**src/hw/nv_ctrl_defines.svh**
```systemverilog
// Widths, depth, timing figures and sequence length for the nonvolatile SRAM host controller.
`ifndef NV_CTRL_DEFINES_SVH
`define NV_CTRL_DEFINES_SVH
`define ADDR_W 15
`define DATA_W 8
`define MEM_DEPTH 32768
`define CLK_NS 40
`define STORE_MAX_NS 10000000
`define RECALL_MAX_NS 20000
`define STORE_CYC (`STORE_MAX_NS / `CLK_NS)
`define RECALL_CYC (`RECALL_MAX_NS / `CLK_NS)
`define STROBE_CYC 2
`define SEQ_LEN 6
`endif

```
**src/hw/nv_ctrl_pkg.sv**
```systemverilog
// Types shared by the nonvolatile SRAM host controller.
package nv_ctrl_pkg;
	typedef enum logic [1:0] {
		CMD_READ = 2'h0,
		CMD_WRITE = 2'h1,
		CMD_STORE_SW = 2'h2,
		CMD_RECALL_SW = 2'h3
	} cmd_t;
	typedef enum logic [5:0] {
		ST_IDLE = 6'h01,
		ST_SETUP = 6'h02,
		ST_STROBE = 6'h04,
		ST_HOLD = 6'h08,
		ST_HWSTORE = 6'h10,
		ST_BUSY = 6'h20
	} state_t;
endpackage

```
**src/hw/nv_pin_if.sv**
```systemverilog
// Strobe timing handshake between the controller and its pin cycle timer.
`timescale 1ns/1ps
`default_nettype none
interface nv_pin_if;
	logic start;
	logic [31:0] limit;
	logic done;
	modport ctrl (output start, output limit, input done);
	modport timer (input start, input limit, output done);
endinterface
`default_nettype wire

```
**src/hw/nv_cycle_timer.sv**
```systemverilog
// Cycle counter that times strobe widths and nonvolatile operation waits.
`timescale 1ns/1ps
`default_nettype none
module nv_cycle_timer
(
	input wire logic sys_clk,
	input wire logic resetn,
	nv_pin_if.timer tp
);
	logic [31:0] count;
	logic running;

	always_ff @(posedge sys_clk)
	begin
		if (!resetn)
		begin
			count <= 32'h0;
			running <= 1'b0;
		end
		else if (tp.start)
		begin
			count <= 32'h0;
			running <= 1'b1;
		end
		else if (running && count + 32'h1 >= tp.limit)
			running <= 1'b0;
		else if (running)
			count <= count + 32'h1;
	end

	assign tp.done = running && (count + 32'h1 >= tp.limit);
endmodule
`default_nettype wire

```
**src/hw/nv_sram_host.sv**
```systemverilog
// Host controller that drives a nonvolatile SRAM through its parallel pins.
//
// Overview of operation
// - Host may start STORE by software address sequence or store pad.
// - Host issues sequence accesses back to back with nothing between.
// - Host may start RECALL with its own software address sequence.
// - Chip enable high is standby; write low writes; output enable low reads.
`timescale 1ns/1ps
`default_nettype none
`include "nv_ctrl_defines.svh"
module nv_sram_host #(
	parameter int STORE_WAIT = `STORE_CYC,
	parameter int RECALL_WAIT = `RECALL_CYC,
	parameter logic [`SEQ_LEN*`ADDR_W-1:0] STORE_SEQ = {6{15'h0000}},
	parameter logic [`SEQ_LEN*`ADDR_W-1:0] RECALL_SEQ = {6{15'h0001}}
)
(
	input wire logic sys_clk,
	input wire logic resetn,
	input wire logic req_valid,
	input wire nv_ctrl_pkg::cmd_t req_cmd,
	input wire logic [`ADDR_W-1:0] req_addr,
	input wire logic [`DATA_W-1:0] req_wdata,
	output logic req_ready,
	output logic rsp_valid,
	output logic [`DATA_W-1:0] rsp_rdata,
	input wire logic hw_store_req,
	output logic nv_busy,
	output logic [`ADDR_W-1:0] addr_in,
	input wire logic [`DATA_W-1:0] data_io_i,
	output logic [`DATA_W-1:0] data_io_o,
	output logic data_io_oe,
	output logic chip_en_n,
	output logic write_en_n,
	output logic out_en_n,
	input wire logic hw_store_busy_pad_i,
	output logic hw_store_busy_pad_o,
	output logic hw_store_busy_pad_oe
);
	nv_ctrl_pkg::state_t state;
	nv_ctrl_pkg::cmd_t cmd;
	logic [`ADDR_W-1:0] addr;
	logic [`DATA_W-1:0] wdata;
	logic [2:0] seq_idx;
	logic is_seq;
	logic is_write;
	logic busy_seen;
	nv_pin_if tp();

	nv_cycle_timer u_timer (
		.sys_clk(sys_clk),
		.resetn(resetn),
		.tp(tp)
	);

	// Picks the address of step idx in a packed sequence list.
	function automatic logic [`ADDR_W-1:0] seq_addr(
		input logic [`SEQ_LEN*`ADDR_W-1:0] list,
		input logic [2:0] idx
	);
		seq_addr = list[idx*`ADDR_W +: `ADDR_W];
	endfunction

	// A pending hardware store wins the idle slot, so ready must not promise it to a request.
	assign req_ready = (state == nv_ctrl_pkg::ST_IDLE) && hw_store_busy_pad_i && !hw_store_req;
	assign nv_busy = (state == nv_ctrl_pkg::ST_BUSY) || (state == nv_ctrl_pkg::ST_HWSTORE);
	assign is_seq = (cmd == nv_ctrl_pkg::CMD_STORE_SW) || (cmd == nv_ctrl_pkg::CMD_RECALL_SW);
	assign is_write = (cmd == nv_ctrl_pkg::CMD_WRITE);

	always_comb
	begin
		tp.start = 1'b0;
		tp.limit = 32'(`STROBE_CYC);
		case (state)
			nv_ctrl_pkg::ST_SETUP: tp.start = 1'b1;
			nv_ctrl_pkg::ST_HOLD:
			begin
				tp.start = is_seq && (seq_idx == 3'(`SEQ_LEN - 1));
				tp.limit = (cmd == nv_ctrl_pkg::CMD_STORE_SW) ? STORE_WAIT : RECALL_WAIT;
			end
			nv_ctrl_pkg::ST_HWSTORE:
			begin
				tp.start = 1'b1;
				tp.limit = STORE_WAIT;
			end
			nv_ctrl_pkg::ST_BUSY:
				tp.limit = (cmd == nv_ctrl_pkg::CMD_RECALL_SW) ? RECALL_WAIT : STORE_WAIT;
			default: tp.limit = 32'(`STROBE_CYC);
		endcase
	end

	// Sequencer of pin cycles; a sequence runs all its reads with no gap for foreign accesses.
	always_ff @(posedge sys_clk)
	begin
		if (!resetn)
		begin
			state <= nv_ctrl_pkg::ST_IDLE;
			cmd <= nv_ctrl_pkg::CMD_READ;
			addr <= 15'h0000;
			wdata <= 8'h00;
			seq_idx <= 3'h0;
			busy_seen <= 1'b0;
		end
		else
		begin
			case (state)
				nv_ctrl_pkg::ST_IDLE:
					if (hw_store_req && hw_store_busy_pad_i)
					begin
						// Mark the wait as a store so the busy timeout uses the store limit.
						cmd <= nv_ctrl_pkg::CMD_STORE_SW;
						state <= nv_ctrl_pkg::ST_HWSTORE;
					end
					else if (req_valid && req_ready)
					begin
						cmd <= req_cmd;
						wdata <= req_wdata;
						seq_idx <= 3'h0;
						if (req_cmd == nv_ctrl_pkg::CMD_STORE_SW)
							addr <= seq_addr(STORE_SEQ, 3'h0);
						else if (req_cmd == nv_ctrl_pkg::CMD_RECALL_SW)
							addr <= seq_addr(RECALL_SEQ, 3'h0);
						else
							addr <= req_addr;
						state <= nv_ctrl_pkg::ST_SETUP;
					end
				nv_ctrl_pkg::ST_SETUP: state <= nv_ctrl_pkg::ST_STROBE;
				nv_ctrl_pkg::ST_STROBE:
					if (tp.done)
						state <= nv_ctrl_pkg::ST_HOLD;
				nv_ctrl_pkg::ST_HOLD:
					if (is_seq && seq_idx != 3'(`SEQ_LEN - 1))
					begin
						// Next sequence access follows at once.
						seq_idx <= seq_idx + 3'h1;
						addr <= seq_addr((cmd == nv_ctrl_pkg::CMD_STORE_SW) ? STORE_SEQ : RECALL_SEQ,
							3'(seq_idx + 3'h1));
						state <= nv_ctrl_pkg::ST_SETUP;
					end
					else if (is_seq)
					begin
						busy_seen <= 1'b0;
						state <= nv_ctrl_pkg::ST_BUSY;
					end
					else
						state <= nv_ctrl_pkg::ST_IDLE;
				nv_ctrl_pkg::ST_HWSTORE:
				begin
					busy_seen <= 1'b0;
					state <= nv_ctrl_pkg::ST_BUSY;
				end
				nv_ctrl_pkg::ST_BUSY:
				begin
					// Wait out the operation; the pad going low then high again ends it early.
					if (!hw_store_busy_pad_i)
						busy_seen <= 1'b1;
					if (tp.done || (busy_seen && hw_store_busy_pad_i))
						state <= nv_ctrl_pkg::ST_IDLE;
				end
				default: state <= nv_ctrl_pkg::ST_IDLE;
			endcase
		end
	end

	// Pin drive from flip-flops so strobes never glitch.
	always_ff @(posedge sys_clk)
	begin
		if (!resetn)
		begin
			chip_en_n <= 1'b1;
			write_en_n <= 1'b1;
			out_en_n <= 1'b1;
			data_io_oe <= 1'b0;
			data_io_o <= 8'h00;
			addr_in <= 15'h0000;
			hw_store_busy_pad_o <= 1'b1;
			hw_store_busy_pad_oe <= 1'b0;
		end
		else
		begin
			addr_in <= addr;
			data_io_o <= wdata;
			chip_en_n <= !(state == nv_ctrl_pkg::ST_SETUP || state == nv_ctrl_pkg::ST_STROBE);
			write_en_n <= !(state == nv_ctrl_pkg::ST_STROBE && is_write);
			out_en_n <= !(state == nv_ctrl_pkg::ST_STROBE && !is_write);
			data_io_oe <= is_write && (state == nv_ctrl_pkg::ST_SETUP
				|| state == nv_ctrl_pkg::ST_STROBE || state == nv_ctrl_pkg::ST_HOLD);
			// Pulse the pad low for one cycle to request a store.
			hw_store_busy_pad_o <= 1'b0;
			hw_store_busy_pad_oe <= (state == nv_ctrl_pkg::ST_HWSTORE);
		end
	end

	// Read data is captured at the end of the strobe.
	always_ff @(posedge sys_clk)
	begin
		if (!resetn)
		begin
			rsp_valid <= 1'b0;
			rsp_rdata <= 8'h00;
		end
		else
		begin
			rsp_valid <= (state == nv_ctrl_pkg::ST_HOLD) && (cmd == nv_ctrl_pkg::CMD_READ);
			if (state == nv_ctrl_pkg::ST_STROBE && tp.done && cmd == nv_ctrl_pkg::CMD_READ)
				rsp_rdata <= data_io_i;
		end
	end
endmodule
`default_nettype wire
```
**config.mk**
```make
export PLATFORM = sky130hd
export DESIGN_NAME = nv_sram_host
export DESIGN_NICKNAME = d
export VERILOG_FILES = /design/src/hw/nv_ctrl_pkg.sv /design/src/hw/nv_pin_if.sv /design/src/hw/nv_cycle_timer.sv /design/src/hw/nv_sram_host.sv
export VERILOG_INCLUDE_DIRS = /design/src /design/src/hw
export SDC_FILE = /design/constraint.sdc
export NUM_CORES = 1
export LEC_CHECK = 0
export CAP_MARGIN = 20
export CELL_PAD_IN_SITES_DETAIL_PLACEMENT = 0
export CELL_PAD_IN_SITES_GLOBAL_PLACEMENT = 1
export CORE_ASPECT_RATIO = 1.1
export CORE_UTILIZATION = 45
export CTS_CLUSTER_DIAMETER = 80
export DETAILED_ROUTE_END_ITERATION = 8
export DONT_BUFFER_PORTS = 1
export PLACE_DENSITY_LB_ADDON = 0.1
export SETUP_SLACK_MARGIN = 0.2
export SLEW_MARGIN = 10
export SYNTH_ARGS = -nofsm -noshare
export SYNTH_HDL_FRONTEND = slang
export SYNTH_SLANG_ARGS = --single-unit
```
**constraint.sdc**
```tcl
create_clock -name sys_clk -period 7.3 [get_ports sys_clk]
set_input_delay 1.095 -clock sys_clk [delete_from_list [all_inputs] [get_ports sys_clk]]
set_output_delay 1.095 -clock sys_clk [all_outputs]
set_load 0.05 [all_outputs]
```
# Yosys cells after proc, flatten, opt, wreduce, memory -nomap -nowiden
# Index checks and enable logic that the tools add are counted.
word_totals:
  input_bits: 38
  reg_bits: 106
  wordCells: 116
classes:
  shifts: 1
  reduce_logical: 37
  n_mul: 1
  n_mux: 31
  addsub: 2
  n_lt_le_gt_ge: 1
  n_bitwise: 3
  n_eq_ne: 22
ops:
  columns: ["cell", "n"]
  rows:
  - ["$shiftx 90x8->15", 1]
  - ["$mux 76", 1]
  - ["$mux 15", 5]
  - ["$pmux 18 s3", 1]
  - ["$mux 18", 2]
  - ["$mux 6", 6]
  - ["$pmux 6 s6", 1]
  - ["$add 32x1->32 const B", 1]
  - ["$ge 32x18->1", 1]
  - ["$pmux 15 s2", 1]
  - ["$logic_and 1x1->1", 14]
  - ["$ne 2x2->1 const B", 6]
  - ["$mux 3", 3]
  - ["$eq 2x2->1 const B", 4]
  - ["$reduce_and 4->1", 2]
  - ["$mul 3x4->7 const B", 1]
  - ["$eq 6x1->1 const B", 1]
  - ["$eq 6x2->1 const B", 1]
  - ["$eq 6x3->1 const B", 1]
  - ["$eq 6x4->1 const B", 1]
  - ["$eq 6x5->1 const B", 1]
  - ["$eq 6x6->1 const B", 1]
  - ["$mux 1", 6]
  - ["$pmux 3 s2", 1]
  - ["18 further kinds", 35]

# Depth between registers and ports, before layout
# Gate-level depths: netlist (run 1).
logic_depth:
  word_depth: 8
  depth_mapped: 16
  ltp_nobuf: 13

# Hierarchy
# From an unflattened synthesis (run 1), not the netlist that was laid out.
hier_totals:
  cells_unflattened: 632
  hier_area_um2: 5510.3
by_module_without_submodules:
  columns: ["module", "instances", "seq_area_each_um2", "area_each_um2", "cells_per_inst"]
  rows:
  - ["nv_sram_host", 1, 1461.4, 2780.2, 278]
  - ["nv_cycle_timer", 1, 660.6, 2730.1, 354]

# Worst setup path before layout (run 1)
# OpenSTA, ideal clock, no wires.
synth_timing:
  kind: "register to register"
  from: "register u_timer.count[0]"
  to: "register u_timer.count[11]"
  setup_ps: 70
  arrival_time_ps: 3737
  path_buffers: 2
  stages_incl_launch_ff: 16
  required_ps: 7230
  path_slack_ps: 3494
  path_cell_list: "dfxtp_1 -> ha_1 -> nand4_1 -> or4_1 -> buf_2 -> nor2_1 -> xor2_1 -> ha_1 -> a21o_1 -> a21oi_1 -> nand3_1 -> a2111o_1 -> buf_6 -> or4_4 -> or3_1 -> a21oi_1"
synth_between:
  elab_chain_len: 5
synth_rtl:
  columns: ["item", "line", "text"]
  rows:
  - ["from (decl)", "nv_cycle_timer.sv:10", "logic [31:0] count;"]
  - ["from (signal assigned)", "nv_cycle_timer.sv:28", "count <= count + 32'h1;"]
  - ["$add 32x1->32 (*)", "nv_cycle_timer.sv:25, nv_cycle_timer.sv:28", null]
  - ["$ge 32x18->1", "nv_cycle_timer.sv:25", "else if (running && count + 32'h1 >= tp.limit)"]
  - ["$logic_and 1x1->1", "nv_cycle_timer.sv:25", null]
  - ["$not 1->1 (no line)", null, null]
  - ["$reduce_and 2->1 (no line)", null, null]
# Every way passes the cells marked *; elsewhere a longest branch is shown, timed or not.
# A chain may end at the register's enable or synchronous reset.

# Worst setup path in the final report (run 1)
layout_timing:
  from: "register state[1]"
  to: "register u_timer.count[24]"
layout_between:
  elab_chain_len: 6
  word_cells_on_any_way: 12
  classes_between: "order compare (1); eq/ne (4); mux (2); bitwise (1); reduce/logical (4)"
layout_rtl:
  columns: ["item", "line", "text"]
  rows:
  - ["from (decl)", "nv_sram_host.sv:40", "nv_ctrl_pkg::state_t state;"]
  - ["from (signal assigned)", "nv_sram_host.sv:97", "state <= nv_ctrl_pkg::ST_IDLE;"]
  - ["from (signal assigned)", "nv_sram_host.sv:112", "state <= nv_ctrl_pkg::ST_HWSTORE;"]
  - ["from (signal assigned)", "nv_sram_host.sv:125", "state <= nv_ctrl_pkg::ST_SETUP;"]
  - ["$eq 6x6->1, or another cell as far along", "nv_sram_host.sv:74", "case (state)"]
  - ["$pmux 18 s3", "nv_sram_host.sv:74", null]
  - ["$ge 32x18->1", "nv_cycle_timer.sv:25", null]
  - ["$logic_and 1x1->1", "nv_cycle_timer.sv:25", null]
  - ["$not 1->1 (no line)", null, null]
  - ["$reduce_and 2->1 (no line)", null, null]
# Several ways; a longest one is shown, not always the timed one.

==> results by group, run 1 <==
Run status
  – Status: completed

Critical path
  – Most used cell along the critical path: nor2_1
  – Type of origin of the critical path: flip-flop
  – Crit path max fanout: 12
  – Critical path's top delay family: simple AND/OR/NAND/NOR gates
  – Worst Path Buf+Inv: 1
  – Crit-path slowest cell: nor3_2
  – CP arrival: 5.01 ns
  – Setup slack, reg-to-reg: 2.53 ns
  – Worst Path Required: 7.54 ns
  – Worst-path cell chain: nor4_1 > and3b_1 > nand2b_1 > nor2_1 > ha_1 > nand2_1 > a21boi_0 > o41ai_1 > and4_1 > o211ai_2 > nor3_2 > buf_4 > nor2_1 > and2_1
  – Kind of end point of the critical path: flip-flop
  – Crit path kind: reg -> reg
  – CP max stage delay: 0.81 ns

Floorplanning
  – Top Ports: 78
  – Row count: 39
  – Die Wd: 100.6 um
  – Initial Util: 0.4629
  – Die height: 110.4 um
  – Core area: 0.01039 mm2
  – Die ar.: 0.01111 mm2

Drt
  – Post-Route WL: 10170 um
  – Post-route ant nets: 0
  – First-pass detailed-route iteration total: 4
  – Wire length per cell: 15.05 um
  – DRC: 0
  – Vias: 3631
  – Initial drt markers: 130
  – Vias per inst: 5.371

Timing
  – Worst slew pin tran: 0.9949 ns
  – Fin crit period: 4.771 ns
  – Hold Fails Final Rpt: 0
  – Final-report setup violation count: 0
  – Highest Clock Rate: 209.6 MHz
  – Final setup TNS: 0 ns
  – Setup WS post-layout: 2.529 ns
  – RSZ-0062 raised after global routing: no
  – Max_slew headroom: 0.3306
  – Clock Skew: 0.006258 ns
  – Period utilisation layout: 0.6535
  – Fin. max-slew vios: 0

Clocking
  – CTS Buffer Depth: 2
  – Max H-tree Level: 3
  – # hold bufs at CTS: 0
  – CTS Sinks: 106
  – CTS tree: done
  – Clock latency on the worst-skew pair: 0.35 ns
  – Post-CTS Setup Repair Bufs: 0
  – Clk pin slew, worst setup/hold paths: 0.07 ns
  – Post-CTS sizing: 0
  – Clk root buf: clkbuf_16
  – Num CTS Buffers: 9

Logic synthesis
  – Synth Register Bits: 106
  – FFs w/ async S/R, synth: 0
  – Leading area contributor after synthesis: dfxtp_1
  – Post-Syn Instances: 545
  – Sequential-to-total area share from yosys stat: 0.4411
  – Synthesized area: 0.004811 mm2
  – Yosys cell types: 61
  – Primary FF master, synth: dfxtp_1
  – Syn_nets: 598
  – Top cells by area, synth: dfxtp_1 (44%), nand2_1 (4.9%), mux2i_1 (4.4%)
  – Share of the synthesized area in the top cell type: 0.4411
  – YS warnings: 0
  – Post-synth EDFFs: 0
  – Mean Syn Cell Area: 8.827 um2

Placement
  – Placed Cells: 659
  – GPL Wtd Cong: 0.8151
  – DP Wirelength: 7296 um
  – Post-place setup slack: 2.471 ns
  – Placed Area: 0.004855 mm2
  – I/O Buffers: 0

Pwr
  – Max VDD drop: 0.1709 mV
  – Pleak: 0.002075 uW
  – Clock Power Share: 0.397
  – Switching part of the total: 0.2658
  – Cell Pwr Density: 242.6 mW/mm2
  – Cell Int Power: 921.1 uW
  – NetSw: 333.5 uW
  – Seq pwr share: 0.501
  – Combinational power share: 0.102

GRT
  – Gr ovfl total: 0
  – First-pass GRT wire length: 17280 um
  – Largest net degree at the start of global routing: 51
  – All-layer global routing usage: 0.1980
  – Initial antenna violation count: 0
  – Vias in the first global route: 3639

Cells and area
  – Fin util: 0.4975
  – Share of cells above drive strength 1: 0.07692
  – Design Area, Final: 0.005171 mm2
  – Layout Cells excl Fill: 676
  – # fillers: 1032
  – Nets@finish: 581
  – Diodes inserted: 0
  – Synth-to-Final Area Change: 7.490%

Worst hold path
  – Type of the most critical hold path: reg -> reg

Flow run
  – Max-Cap Viols: 0
==> kinds of logic after synthesis <==
kind of cell / count (synthesis) / share of synthesized area
xor+xnor: 30 / 0.05462
buf+inv: 57 / 0.05280
mux: 21 / 0.04369
simple gates: 235 / 0.2583
flops: 106 / 0.4411
fa+ha+maj: 15 / 0.03901
compound gates: 81 / 0.1105
==> cell usage in the layout, fill, tap and decap left out, drive strengths merged, types with 2 or more instances in the layout <==
master and n:
a21boi 2, nand2 63, ha 15, a211o 2, o2111ai 2, or4 5
a31o 6, xor2 8, a21oi 17, nor4 18, a22oi 3, inv 28
o211ai 2, a21o 3, buf 2, nand3b 2, clkinv 3, nor3 14
or3 3, and3 5, o31ai 3, mux2i 21, or2 4, xnor2 22
a211oi 3, o21ai 26, nor4b 3, nand3 27, nor3b 4, nand4 13
clkbuf 11, a41oi 2, dfxtp 106, nor2 45, and3b 3, and2 22
==> power groups by stage <==
stage / combinational, uW / clock (uW) / sequential (uW)
2_1_floorplan: 111 / 0 / 634
3_3_place_gp: 127 / 0 / 641
3_5_place_dp: 129 / 0 / 642
4_1_cts: 129 / 516 / 628
5_1_grt: 144 / 540 / 631
6_report: 128 / 498 / 629
==> routing by layer <==
layer | track usage | part of all wire
met1 | 0.2485 | 0.45
met2 | 0.3187 | 0.47
met3 | 0.05190 | 0.046
met4 | 0.08309 | 0.026
met5 | 0 | 0
==> worst register-to-register path: stages, from the launching register on <==
cell	delay, ns
dfxtp_1	0.33
nor4_1	0.42
and3b_1	0.32
nand2b_1	0.54
nor2_1	0.24
ha_1	0.34
nand2_1	0.06
a21boi_0	0.08
o41ai_1	0.36
and4_1	0.30
o211ai_2	0.21
nor3_2	0.81
buf_4	0.30
nor2_1	0.14
and2_1	0.22
==> Yosys cell counts, types with 2 or more instances <==
cell type	instances
nor3_1	11
clkbuf_2	2
o31ai_1	3
buf_6	2
or3_1	3
ha_1	15
and3_1	5
nand3b_1	2
and2_1	22
buf_4	4
dfxtp_1	106
nand4_2	2
a22oi_1	3
or2_2	4
nor3_2	3
nor4b_1	3
or4_1	3
a21oi_1	17
a211oi_1	3
nor4_1	17
a21o_1	3
o21ai_0	26
nand4_1	10
o2111ai_1	2
a211o_1	2
nor2_1	45
nand3_1	27
nor3b_1	4
clkbuf_1	16
mux2i_1	21
xnor2_1	22
inv_1	25
and3b_1	3
nand2_1	63
xor2_1	8
a41oi_1	2
or4_4	2
a31o_2	6
buf_2	6
==> registers in the layout, summed over array words and instances (netlist names) <==
signal / count
write_en_n: 1
rsp_rdata: 8
addr: 15
rsp_valid: 1
addr_in: 15
busy_seen: 1
hw_store_busy_pad_oe: 1
chip_en_n: 1
data_io_oe: 1
data_io_o: 8
seq_idx: 3
out_en_n: 1
cmd: 2
wdata: 8
state: 6
u_timer.count: 32
u_timer.running: 1
hw_store_busy_pad_o: 1
==> per-stage QoR <==
step	hold WS, ns	power, uW
after floorplan	0.4001	744.9
after global placement	0.4082	768.0
after detailed placement	0.4136	770.9
after CTS	0.4327	1274
after global routing	0.4550	1316
final	0.4302	1255
==> area by class of cell <==
class,count,area [um2],area share
inverters,26,97.59,0.01887
clock buffers,10,239.0,0.04621
multi-input cells,382,2441,0.4721
repair buffers,3,22.52,0.004355
well taps,143,178.9,0.03460
flip-flops and latches,106,2122,0.4104
clock inverters,6,70.07,0.01355
==> final timing paths <==
kind,startpoint,end,cells past startpoint
max,state[1],u_timer.count[24],14
max reg2reg,state[1],u_timer.count[24],14
min reg2reg,addr[9],addr_in[9],2
min,addr[9],addr_in[9],2
No activity file was read; power rests on OpenSTA's default activity.
==> run 2, diff against run 1 <==
==> constraint.sdc (replaced) <==
create_clock -name sys_clk -period 4.6 [get_ports sys_clk]
set_input_delay 0.69 -clock sys_clk [delete_from_list [all_inputs] [get_ports sys_clk]]
set_output_delay 0.69 -clock sys_clk [all_outputs]
set_load 0.05 [all_outputs]
==> results by group, run 2 (synthesized netlist as in run 1, its figures left out) <==
GRT
  – First-pass GRT wire length: 17880 um (was 17280 um)
  – All-layer global routing usage: 0.2018 (was 0.1980)
  – Vias in the first global route: 3725 (was 3639)
  – Largest net degree at the start of global routing: 51 (unchanged)
  – Gr ovfl total: 0 (unchanged)
  – Initial antenna violation count: 0 (unchanged)

Worst hold path
  – Worst hold start: addr[8] (was addr[9])
  – Hold path cells: 2 (unchanged)
  – Type of the most critical hold path: reg -> reg (unchanged)

Timing
  – Final-report setup violation count: 0 (unchanged)
  – Highest Clock Rate: 242.8 MHz (was 209.6 MHz)
  – Final setup TNS: 0 ns (unchanged)
  – Fin crit period: 4.119 ns (was 4.771 ns)
  – Clock Skew: 0.008238 ns (was 0.006258 ns)
  – RSZ-0062 raised after global routing: no (unchanged)
  – Fin. max-slew vios: 0 (unchanged)
  – Period utilisation layout: 0.8955 (was 0.6535)
  – Worst slew pin tran: 0.9545 ns (was 0.9949 ns)
  – Hold Fails Final Rpt: 0 (unchanged)
  – Hold Slack: 0.4285 ns (was 0.4302 ns)
  – Max_slew headroom: 0.3621 (was 0.3306)

Pwr
  – Clock Power Share: 0.396 (was 0.397)
  – Seq pwr share: 0.492 (was 0.501)
  – Combinational power share: 0.112 (was 0.102)
  – Cell Pwr Density: 384.0 mW/mm2 (was 242.6 mW/mm2)
  – Max VDD drop: 0.2052 mV (was 0.1709 mV)
  – Switching part of the total: 0.2750 (was 0.2658)
  – Pleak: 0.002127 uW (was 0.002075 uW)
  – NetSw: 554.4 uW (was 333.5 uW)
  – Cell Int Power: 1462 uW (was 921.1 uW)

Clocking
  – Post-CTS sizing: 0 (unchanged)
  – CTS Sinks: 106 (unchanged)
  – Post-CTS Setup Repair Bufs: 0 (unchanged)
  – Clk pin slew, worst setup/hold paths: 0.07 ns (about the same)
  – Clk root buf: clkbuf_16 (unchanged)
  – CTS Buffer Depth: 2 (unchanged)
  – Clock latency on the worst-skew pair: 0.35 ns (about the same)
  – CTS tree: done (unchanged)
  – # hold bufs at CTS: 0 (unchanged)
  – Num CTS Buffers: 9 (unchanged)
  – Max H-tree Level: 3 (unchanged)

Critical path
  – Crit path kind: reg -> reg (unchanged)
  – Crit. Startpoint: u_timer.count[0] (was state[1])
  – Worst-path cell chain: ha_1 > nand4_1 > or4_1 > nor2_2 > xor2_1 > ha_1 > a21o_1 > a21oi_1 > nand3_1 > a2111o_1 > or4_4 > or3_1 > a21oi_1 (was nor4_1 > and3b_1 > nand2b_1 > nor2_1 > ha_1 > nand2_1 > a21boi_0 > o41ai_1 > and4_1 > o211ai_2 > nor3_2 > buf_4 > nor2_1 > and2_1)
  – Crit-path slowest cell: or4_1 (was nor3_2)
  – Reg2reg path depth: 13 (was 14)
  – Worst Path Required: 4.88 ns (was 7.54 ns)
  – Crit path max fanout: 10 (was 12)
  – CP max stage delay: 0.65 ns (was 0.81 ns)
  – CP arrival: 4.40 ns (was 5.01 ns)
  – Type of origin of the critical path: flip-flop (unchanged)
  – Launch point of the worst reg-to-reg path: u_timer.count[0] (was state[1])
  – Kind of end point of the critical path: flip-flop (unchanged)

Drt
  – DRC: 0 (unchanged)
  – Vias: 3693 (was 3631)
  – Wire length per cell: 15.34 um (was 15.05 um)
  – First-pass detailed-route iteration total: 4 (unchanged)
  – Initial drt markers: 113 (was 130)
  – Post-route ant nets: 0 (unchanged)
  – Post-Route WL: 10520 um (was 10170 um)
  – Vias per inst: 5.383 (was 5.371)

Cells and area
  – Nets@finish: 591 (was 581)
  – Most common cell after layout, fill and taps aside: dfxtp_1 (unchanged)
  – Reg with most FFs: u_timer.count (unchanged)
  – Most frequent cells in the layout: dfxtp_1 (106), nand2_1 (63), nor2_1 (44), nand3_1 (27), o21ai_0 (26) (was dfxtp_1 (106), nand2_1 (63), nor2_1 (45), nand3_1 (27), o21ai_0 (26))
  – Top flop regs: u_timer.count x32, addr x15, addr_in x15 (unchanged)
  – # fillers: 1011 (was 1032)
  – Area of the multi-input gates: 0.002444 mm2 (was 0.002441 mm2)
  – Reg area: 0.002122 mm2 (unchanged)
  – Share of cells above drive strength 1: 0.09576 (was 0.07692)
  – Synth-to-Final Area Change: 9.155% (was 7.490%)
  – Diodes inserted: 0 (unchanged)
  – Fin util: 0.5052 (was 0.4975)
  – Design Area, Final: 0.005251 mm2 (was 0.005171 mm2)
  – Largest register FFs: 32 (unchanged)
  – Layout Cells excl Fill: 686 (was 676)

Placement
  – GPL Wtd Cong: 0.8441 (was 0.8151)
  – Placed Area: 0.004930 mm2 (was 0.004855 mm2)
  – I/O Buffers: 0 (unchanged)
  – Placed Cells: 669 (was 659)
  – DP Wirelength: 7510 um (was 7296 um)

Floorplanning
  – Initial Util: 0.4629 (unchanged)
  – Top Ports: 78 (unchanged)
  – Row count: 39 (unchanged)
  – Die height: 110.4 um (unchanged)
  – Die ar.: 0.01111 mm2 (unchanged)
  – Die Wd: 100.6 um (unchanged)
  – Core area: 0.01039 mm2 (unchanged)

Run status
  – Status: completed (unchanged)

Flow run
  – Max-Cap Viols: 0 (unchanged)
run 2: cell count changes in the layout (fill, tap and decap cells not counted):
cell	delta
buf_4	+10
clkbuf_8	-1
clkinv_8	+1
nor2_1	-1
nor2_2	+1
run 2: cell type report:
| class | count | area share |
|---|---|---|
| well taps | 143 | 0.03407 |
| clock inverters | 7 | 0.01644 |
| clock buffers | 9 | 0.04289 |
| flip-flops and latches | 106 | 0.4041 |
| repair buffers | 13 | 0.01858 |
| multi-input cells | 382 | 0.4653 |
| inverters | 26 | 0.01858 |
run 2: routing by layer:
layer	vias up	track usage	routed length, um
met2	81	0.3370	5044
met5	-	0	0
li1	1893	-	-
met3	15	0.03544	467
met4	0	0.08792	217
met1	1704	0.2524	4791
run 2: worst max-delay path: cells and delay by family, from the launching register on:
family / cells / cell delay (ns)
DFF: 1 / 0.45
adders and majority gates: 2 / 0.52
and+or+nand+nor: 6 / 2.03
AOI/OAI and AO/OA: 4 / 0.88
xor gates and xnor gates: 1 / 0.16
run 2: worst paths after layout:
check	endpoint	slack (ns)
hold / removal	addr_in[8]	0.43
setup reg to reg	u_timer.count[11]	0.48
setup / recovery	u_timer.count[11]	0.48
hold reg to reg	addr_in[8]	0.43
run 2: power groups by stage:
stage | Sequential, uW | Combinational (uW) | Clock (uW)
2_1_floorplan | 1010 | 176 | 0
3_3_place_gp | 1010 | 223 | 0
3_5_place_dp | 1010 | 227 | 0
4_1_cts | 991 | 228 | 821
5_1_grt | 996 | 253 | 858
6_report | 991 | 226 | 799
run 2: stage by stage:
| step | total power [uW] | setup slack [ns] |
|---|---|---|
| after floorplan | 1182 | 0.7936 |
| after global placement | 1234 | 0.4590 |
| after CTS | 2040 | 0.3043 |
| after detailed placement | 1240 | 0.3312 |
| after global routing | 2107 | 0.2006 |
| final | 2016 | 0.4806 |
